`config.mk`:
```
export PLATFORM = sky130hd
export DESIGN_NAME = tcs_top
export DESIGN_NICKNAME = d
export VERILOG_FILES = /design/src/design/tcs_pkg.sv /design/src/design/tcs_chan_sel.sv /design/src/design/tcs_top.sv
export SDC_FILE = /design/constraint.sdc
export NUM_CORES = 1
export LEC_CHECK = 0
export BUFFER_PORTS_ARGS = -buffer_cell sky130_fd_sc_hd__buf_4
export CAP_MARGIN = 10
export CORE_UTILIZATION = 45
export CTS_CLUSTER_SIZE = 40
export DETAILED_ROUTE_END_ITERATION = 8
export PLACE_DENSITY = 0.68
export SYNTH_ARGS = -nofsm -noshare
export SYNTH_HDL_FRONTEND = slang
export SYNTH_SLANG_ARGS = --single-unit
```
`constraint.sdc`:
```
create_clock -name hclk -period 2.9 [get_ports hclk]
set_clock_uncertainty 0.2 [all_clocks]
set_input_delay 0.29 -clock hclk [delete_from_list [all_inputs] [get_ports hclk]]
set_output_delay 0.29 -clock hclk [all_outputs]
set_load 0.1 [all_outputs]
```
`src/design/tcs_pkg.sv`:
```
// Purpose: Constants and types for the timer count-clock selector.
// Assumes: One 50 MHz clock, one free-running prescaler for all channels.
// Notes: Tap indices follow the divide ratios from 4 up to 4096.
// Function
// - Codes 000 to 011 count on the clock divided by 1, 4, 16, 64.
// - Channel 0 codes 100 to 111 count on external pins A, B, C, D.
// - Channel 1 codes 100/101 pins A/B, 110 div 256, 111 channel 2 wrap.
// - Channel 2 codes 100 to 110 pins A, B, C and 111 div 1024.
// - Channel 3 code 100 pin A and 101/110/111 div 1024, 256, 4096.
// - Channel 4 codes 100/101 pins A/C, 110 div 1024, 111 channel 5 wrap.
// - Channel 5 codes 100/101/111 pins A/C/D and 110 div 256.
// - Channels 1, 2, 4, 5 in phase counting mode ignore the selection.
// - Each control register reads zero after reset and in standby.
// - Edge choice acts on div 4 and slower and on pins, not elsewhere.
`default_nettype none

package tcs_pkg;

  // ************************************************************
  // Sizes and register map
  // ************************************************************
  localparam int NCH = 6;
  localparam int NTAP = 6;
  localparam int DIV_W = 12;
  localparam logic [7:0] CTRL_BASE = 8'h00;
  localparam logic [7:0] MODE_OFS = 8'h18;
  localparam logic [7:0] STAT_OFS = 8'h1C;
  localparam logic [7:0] CTRL_RST = 8'h00;
  localparam logic [5:0] MODE_RST = 6'h00;
  localparam logic [7:0] CTRL_MASK_FULL = 8'hFF;
  localparam logic [7:0] CTRL_MASK_RSVD7 = 8'h7F;
  localparam logic [5:0] PHASE_CAP = 6'b11_0110;
  localparam int SEL_LSB = 0;
  localparam int EDGE_LSB = 3;
  localparam int STAT_EN_LSB = 16;

  // ************************************************************
  // Prescaler taps: log2 of the divide ratios 4 to 4096
  // ************************************************************
  localparam int TAP_LOG2 [NTAP] = '{2, 4, 6, 8, 10, 12};
  localparam logic [2:0] TAP_256 = 3'd3;
  localparam logic [2:0] TAP_1024 = 3'd4;
  localparam logic [2:0] TAP_4096 = 3'd5;

  typedef enum logic [1:0] {SRC_DIV1, SRC_TAP, SRC_EXT, SRC_PARTNER} tcs_src_e;

  typedef struct packed {
    logic [1:0] edge_sel;
    logic [2:0] clk_sel;
  } tcs_chcfg_s;

endpackage : tcs_pkg

`default_nettype wire

```
`src/design/tcs_chan_sel.sv`:
```
// Purpose: Count-enable selector for one channel.
// Assumes: Tap and pin edges arrive as one-cycle pulses on hclk.
// Notes: The source table differs per channel and is fixed by CH.
`default_nettype none

module tcs_chan_sel #(
  parameter int CH = 0
) (
  input wire logic hclk,
  input wire logic hresetn,
  input wire tcs_pkg::tcs_chcfg_s cfg,
  input wire logic phase_mode,
  input wire logic [tcs_pkg::NTAP-1:0] tap_rise,
  input wire logic [tcs_pkg::NTAP-1:0] tap_fall,
  input wire logic [3:0] ext_rise,
  input wire logic [3:0] ext_fall,
  input wire logic partner_wrap,
  output logic count_en
);
  import tcs_pkg::*;

  tcs_src_e kind;
  logic [2:0] idx;
  logic next_count_en;

  function automatic logic pick(input logic r, input logic f,
                                input logic [1:0] e);
    pick = e[1] ? (r | f) : (e[0] ? f : r);
  endfunction

  // ************************************************************
  // Source decode
  // ************************************************************
  always_comb begin
    kind = SRC_DIV1;
    idx = 3'd0;
    if (!cfg.clk_sel[2]) begin
      if (cfg.clk_sel[1:0] != 2'b00) begin
        kind = SRC_TAP;
        idx = {1'b0, cfg.clk_sel[1:0]} - 3'd1;
      end
    end else begin
      kind = SRC_EXT;
      idx = {1'b0, cfg.clk_sel[1:0]};
      case (CH)
        1: begin
          if (cfg.clk_sel[1:0] == 2'b10) begin
            kind = SRC_TAP;
            idx = TAP_256;
          end else if (cfg.clk_sel[1:0] == 2'b11) begin
            kind = SRC_PARTNER;
          end
        end
        2: begin
          if (cfg.clk_sel[1:0] == 2'b11) begin
            kind = SRC_TAP;
            idx = TAP_1024;
          end
        end
        3: begin
          case (cfg.clk_sel[1:0])
            2'b01: begin
              kind = SRC_TAP;
              idx = TAP_1024;
            end
            2'b10: begin
              kind = SRC_TAP;
              idx = TAP_256;
            end
            2'b11: begin
              kind = SRC_TAP;
              idx = TAP_4096;
            end
            default: idx = 3'd0;
          endcase
        end
        4: begin
          case (cfg.clk_sel[1:0])
            2'b01: idx = 3'd2;
            2'b10: begin
              kind = SRC_TAP;
              idx = TAP_1024;
            end
            2'b11: kind = SRC_PARTNER;
            default: idx = 3'd0;
          endcase
        end
        5: begin
          case (cfg.clk_sel[1:0])
            2'b01: idx = 3'd2;
            2'b10: begin
              kind = SRC_TAP;
              idx = TAP_256;
            end
            2'b11: idx = 3'd3;
            default: idx = 3'd0;
          endcase
        end
        default: idx = {1'b0, cfg.clk_sel[1:0]};
      endcase
    end
  end

  // ************************************************************
  // Count-enable pulse
  // ************************************************************
  // Undivided and partner sources pass straight; edge choice is ignored.
  always_comb begin
    case (kind)
      SRC_DIV1: next_count_en = 1'b1;
      SRC_TAP: next_count_en = pick(tap_rise[idx], tap_fall[idx],
                                    cfg.edge_sel);
      SRC_EXT: next_count_en = pick(ext_rise[idx[1:0]], ext_fall[idx[1:0]],
                                    cfg.edge_sel);
      SRC_PARTNER: next_count_en = partner_wrap;
      default: next_count_en = 1'b0;
    endcase
    if (phase_mode) begin
      next_count_en = 1'b0;
    end
  end

  always_ff @(posedge hclk or negedge hresetn) begin
    if (!hresetn) begin
      count_en <= 1'b0;
    end else begin
      count_en <= next_count_en;
    end
  end
endmodule : tcs_chan_sel

`default_nettype wire

```
`src/design/tcs_top.sv`:
```
// Purpose: Six-channel count-clock selector with an AHB-Lite register port.
// Assumes: Pins A to D are asynchronous; wrap inputs and standby are on hclk.
// Notes: Zero wait states; every access answers OKAY.
`default_nettype none

module tcs_top (
  input wire logic hclk,
  input wire logic hresetn,
  input wire logic hsel,
  input wire logic [31:0] haddr,
  input wire logic [1:0] htrans,
  input wire logic hwrite,
  input wire logic [2:0] hsize,
  input wire logic [31:0] hwdata,
  input wire logic hready,
  output logic hreadyout,
  output logic hresp,
  output logic [31:0] hrdata,
  input wire logic hw_standby,
  input wire logic ext_count_pin_a,
  input wire logic ext_count_pin_b,
  input wire logic ext_count_pin_c,
  input wire logic ext_count_pin_d,
  input wire logic [tcs_pkg::NCH-1:0] counter_wrap,
  output logic [tcs_pkg::NCH-1:0] phase_mode,
  output logic [tcs_pkg::NCH-1:0] count_en
);
  import tcs_pkg::*;

  logic [7:0] channel_control_reg [NCH];
  logic [7:0] next_ctrl [NCH];
  logic [5:0] next_mode;
  logic wr_pend;
  logic next_wr_pend;
  logic [7:0] wr_addr;
  logic [7:0] next_wr_addr;
  logic [31:0] next_hrdata;
  logic [DIV_W-1:0] div_cnt;
  logic [NTAP-1:0] tap_rise;
  logic [NTAP-1:0] tap_fall;
  logic [3:0] pin_s1;
  logic [3:0] pin_s2;
  logic [3:0] pin_s3;
  logic [3:0] ext_rise;
  logic [3:0] ext_fall;
  logic addr_ok;

  assign hreadyout = 1'b1;
  assign hresp = 1'b0;
  assign addr_ok = hsel && htrans[1] && hready;

  // ************************************************************
  // Register file
  // ************************************************************
  // A read right behind a write to the same word sees the new value,
  // because the read mux looks at the next state.
  always_comb begin
    next_wr_pend = addr_ok && hwrite;
    next_wr_addr = addr_ok ? haddr[7:0] : wr_addr;
    next_mode = phase_mode;
    for (int i = 0; i < NCH; i++) begin
      next_ctrl[i] = channel_control_reg[i];
      if (wr_pend && wr_addr == CTRL_BASE + 8'(4 * i)) begin
        next_ctrl[i] = hwdata[7:0]
          & (PHASE_CAP[i] ? CTRL_MASK_RSVD7 : CTRL_MASK_FULL);
      end
    end
    if (wr_pend && wr_addr == MODE_OFS) begin
      next_mode = hwdata[5:0] & PHASE_CAP;
    end
    // Standby is applied last, so it wins over a write in the same cycle.
    if (hw_standby) begin
      for (int i = 0; i < NCH; i++) begin
        next_ctrl[i] = CTRL_RST;
      end
      next_mode = MODE_RST;
    end
    next_hrdata = 32'h0000_0000;
    if (addr_ok && !hwrite) begin
      for (int i = 0; i < NCH; i++) begin
        if (haddr[7:0] == CTRL_BASE + 8'(4 * i)) begin
          next_hrdata = {24'h00_0000, next_ctrl[i]};
        end
      end
      if (haddr[7:0] == MODE_OFS) begin
        next_hrdata = {26'h000_0000, next_mode};
      end
      if (haddr[7:0] == STAT_OFS) begin
        next_hrdata = 32'h0000_0000;
        next_hrdata[DIV_W-1:0] = div_cnt;
        next_hrdata[STAT_EN_LSB +: NCH] = count_en;
      end
    end
  end

  always_ff @(posedge hclk or negedge hresetn) begin
    if (!hresetn) begin
      for (int i = 0; i < NCH; i++) begin
        channel_control_reg[i] <= CTRL_RST;
      end
      phase_mode <= MODE_RST;
      wr_pend <= 1'b0;
      wr_addr <= 8'h00;
      hrdata <= 32'h0000_0000;
    end else begin
      for (int i = 0; i < NCH; i++) begin
        channel_control_reg[i] <= next_ctrl[i];
      end
      phase_mode <= next_mode;
      wr_pend <= next_wr_pend;
      wr_addr <= next_wr_addr;
      hrdata <= next_hrdata;
    end
  end

  // ************************************************************
  // Shared prescaler and pin synchronisers
  // ************************************************************
  always_ff @(posedge hclk or negedge hresetn) begin
    if (!hresetn) begin
      div_cnt <= '0;
      pin_s1 <= 4'h0;
      pin_s2 <= 4'h0;
      pin_s3 <= 4'h0;
    end else begin
      div_cnt <= div_cnt + DIV_W'(1);
      pin_s1 <= {ext_count_pin_d, ext_count_pin_c,
                 ext_count_pin_b, ext_count_pin_a};
      pin_s2 <= pin_s1;
      pin_s3 <= pin_s2;
    end
  end

  // Only the second stage and its delayed copy feed the edge logic; the
  // first stage may still be settling from a metastable sample.
  assign ext_rise = pin_s2 & ~pin_s3;
  assign ext_fall = ~pin_s2 & pin_s3;

  // The divided clock is a virtual square wave on a counter bit; a tap
  // pulses in the cycle before that bit would rise or fall.
  for (genvar t = 0; t < NTAP; t++) begin : g_tap
    localparam logic [DIV_W-1:0] MASK = DIV_W'((1 << TAP_LOG2[t]) - 1);
    assign tap_rise[t] = (div_cnt & MASK) == (MASK >> 1);
    assign tap_fall[t] = (div_cnt & MASK) == MASK;
  end

  // ************************************************************
  // Channel selectors
  // ************************************************************
  for (genvar c = 0; c < NCH; c++) begin : g_ch
    tcs_chcfg_s cfg;
    logic partner;
    assign cfg = {channel_control_reg[c][EDGE_LSB +: 2],
                  channel_control_reg[c][SEL_LSB +: 3]};
    assign partner = (c == 1) ? counter_wrap[2] :
                     (c == 4) ? counter_wrap[5] : 1'b0;
    tcs_chan_sel #(.CH(c)) u_sel (
      .hclk(hclk),
      .hresetn(hresetn),
      .cfg(cfg),
      .phase_mode(phase_mode[c]),
      .tap_rise(tap_rise),
      .tap_fall(tap_fall),
      .ext_rise(ext_rise),
      .ext_fall(ext_fall),
      .partner_wrap(partner),
      .count_en(count_en[c])
    );
  end
endmodule : tcs_top

`default_nettype wire

```
==> run metrics <==
GRT Total Usage 0.2591; worst hold slack 0.01172 ns; number of vias per cell 5.992; ANT cells 0; Final Critical Period 2.623 ns; setup TNS 0 ns; grt ovf 0; CP Class reg2reg; GR Util met3 0.05310; combinational power share 0.103; DRT Pass-1 Iters 7; I/O Pins 131; Hold/Removal Path Class in2reg; DR vias 5,441; final worst path period share 0.9044; Post-synth top flop dfrtp_1; Critical Path Sink Type flop; Slew Viols, Final 0; post-synth cell types 59; CTS tree yes; Clock transition at path regs 0.07 ns; post-synth top area cell dfrtp_1; Max stage delay on crit path 0.43 ns; Final #Nets 810; vias in the first global route 5,389; Die X 121.3 um; Post-synth ARST share 1.000; post-layout util 0.5302; Syn. warnings 0; post-cts sizing count 0; initial antenna violation count 0; FF+latch count, synth 111; CTS Buffer Depth 2; CTS Buf Count 9; CP Cell Sequence nor4b_4 -> buf_4 -> nand3_2 -> mux2i_1 -> o21ai_0 -> a311oi_1 -> o22ai_1; initial DRC count 495; port bufs 58; maxcap violations 0; Startpoint Class flop; top post-synthesis cells by area dfrtp_1 43%, mux2i_1 8.0%, nor2_1 4.3%; first-pass GRT wire length 28,600 um; Final GP Congestion 0.9524; Core ar. 13,880 sq um; Post-Syn Area 6406 sq um; final setup fails 0; die area 14,720 sq um; M2 GR Usage 0.4162; Clock Sinks 111; internal power 2.270 mW; DP Area 6995 sq um; Clock power frac 0.383; drt wl/cell 19.73 um; achievable frequency 0.3813 GHz; PnR Total Power 3.122 mW; Slew @ Worst Pin 0.6032 ns; Initial Util 0.4615; max FFs per register 48; Max-slew headroom 0.5948; worst path arrival time 2.63 ns; leakage 3.347 nW; sw frac 0.2729; Syn-to-layout area delta 14.88%; synthesized instance count 664; Synth top area share 0.4336; RSZ-0062 raised after global routing false; fin area 7360 sq um; root buffer cell clkbuf_16; Hold Violations, Final 0; Psw 0.8522 mW; DP HPWL 13,310 um; Seq/Total Area, Yosys 0.4336; pin count of the biggest net entering global routing 38; maximum fanout along the worst path 8; layout cell share with drive strength beyond 1 0.1854; met1 GRT Util 0.3288; outcome finished, final reports clean; Top Usage Layer GRT met2; number of H-tree levels 3; row cnt 43; sequential share of power 0.514; Detail Route Antenna Nets 0; DIE HEIGHT 121.3 um; Worst-Skew Late Latency 0.36 ns; Post-synth EDFFs 0; worst vdd ir 367.3 uV; synthesized area per cell 9.648 sq um; CP max-delay cell a311oi_1; final wirelength 17,920 um; DRC viols 0; Req. time, crit path 2.91 ns; pwr dens 424.3 nW/um^2
[cells in the mapped netlist (all sizes together) (5+ instances only)]
master	instances
mux2i	51
nor2	74
mux4	5
clkbuf	26
o22ai	14
xnor2	13
nand2b	20
o211ai	7
inv	13
a211oi	6
a21oi	19
a311oi	8
o21ai	29
and2	20
nand3	21
xor2	6
dfrtp	111
a31oi	10
o221ai	9
nand4	8
nor2b	17
nor3	20
nand2	39
buf	36
mux2	15
[kinds of logic after synthesis]
group           share of synthesized area
simple gates                       0.1992
compound gates                     0.1480
mux                                0.1236
xor+xnor                          0.02598
fa+ha+maj                        0.005468
other cells                      0.001172
buf+inv                           0.06289
flops                              0.4336
[power groups by stage]
| stage | clock, mW | sequential (mW) | combinational, mW |
|---|---|---|---|
| after floorplan | 0 | 1.63 | 0.210 |
| after global placement | 0 | 1.63 | 0.305 |
| after detailed placement | 0 | 1.63 | 0.313 |
| after CTS | 1.22 | 1.60 | 0.324 |
| after global routing | 1.28 | 1.61 | 0.345 |
| final | 1.20 | 1.60 | 0.322 |
[final timing paths]
check | to | startpoint | slack (ns) | depth (start not counted)
worst min register to register | pin_s2[3] | pin_s1[3] | 0.15 | 0
worst max-delay path | hrdata[5] | wr_addr[5] | 0.28 | 7
min in group asynchronous | hrdata[20] | hresetn | 0.24 | 2
max in group asynchronous | pin_s1[3] | hresetn | 1.58 | 3
worst max register to register | hrdata[5] | wr_addr[5] | 0.28 | 7
worst min-delay path | wr_addr[6] | haddr[6] | 0.01 | 2
[cells in the final DEF (no fill, tap or decap), types with 15 or more instances in the layout]
master,count
nor2b_1,17
and2_1,19
a21oi_1,19
mux2_2,15
nor3_1,20
nand3_1,15
nand2b_1,20
o21ai_0,28
mux2i_1,51
nand2_1,39
nor2_1,74
conb_1,16
dfrtp_1,111
buf_4,86
[metrics by stage]
step | setup WS (ns) | cells
2_1_floorplan | 0.6681 | 678
3_3_place_gp | 0.3558 | 883
3_5_place_dp | 0.3364 | 883
4_1_cts | 0.3200 | 908
5_1_grt | 0.2001 | 908
6_report | 0.2771 | 908
[worst max-delay path, delay by kind of cell (launching register included)]
kind,cells,cell delay (ns)
and+or+nand+nor,2,0.62
buffers and inverters,1,0.22
AOI/OAI and AO/OA,3,0.73
muxes,1,0.28
DFF,1,0.41
[layer usage]
metal / wire, um / up-vias
met5: 0 / -
met4: 716 / 0
met3: 1023 / 51
met2: 8616 / 224
met1: 7561 / 2690
li1: - / 2476
[timing repair]
action,in CTS,in global routing
hold buffers,9,0
endpoints found under the hold margin,42,0
setup buffers,0,0
[area by class of cell]
type	instances	area [sq um]
Clock buffer	11	232.7
Tap cell	180	225.2
Timing Repair Buffer	96	755.7
Multi-Input combinational cell	492	3278
Sequential cell	111	2778
Inverter	13	48.80
Fill cell	1285	6521
Clock inverter	5	41.29
(Power assumes the default switching activity.)
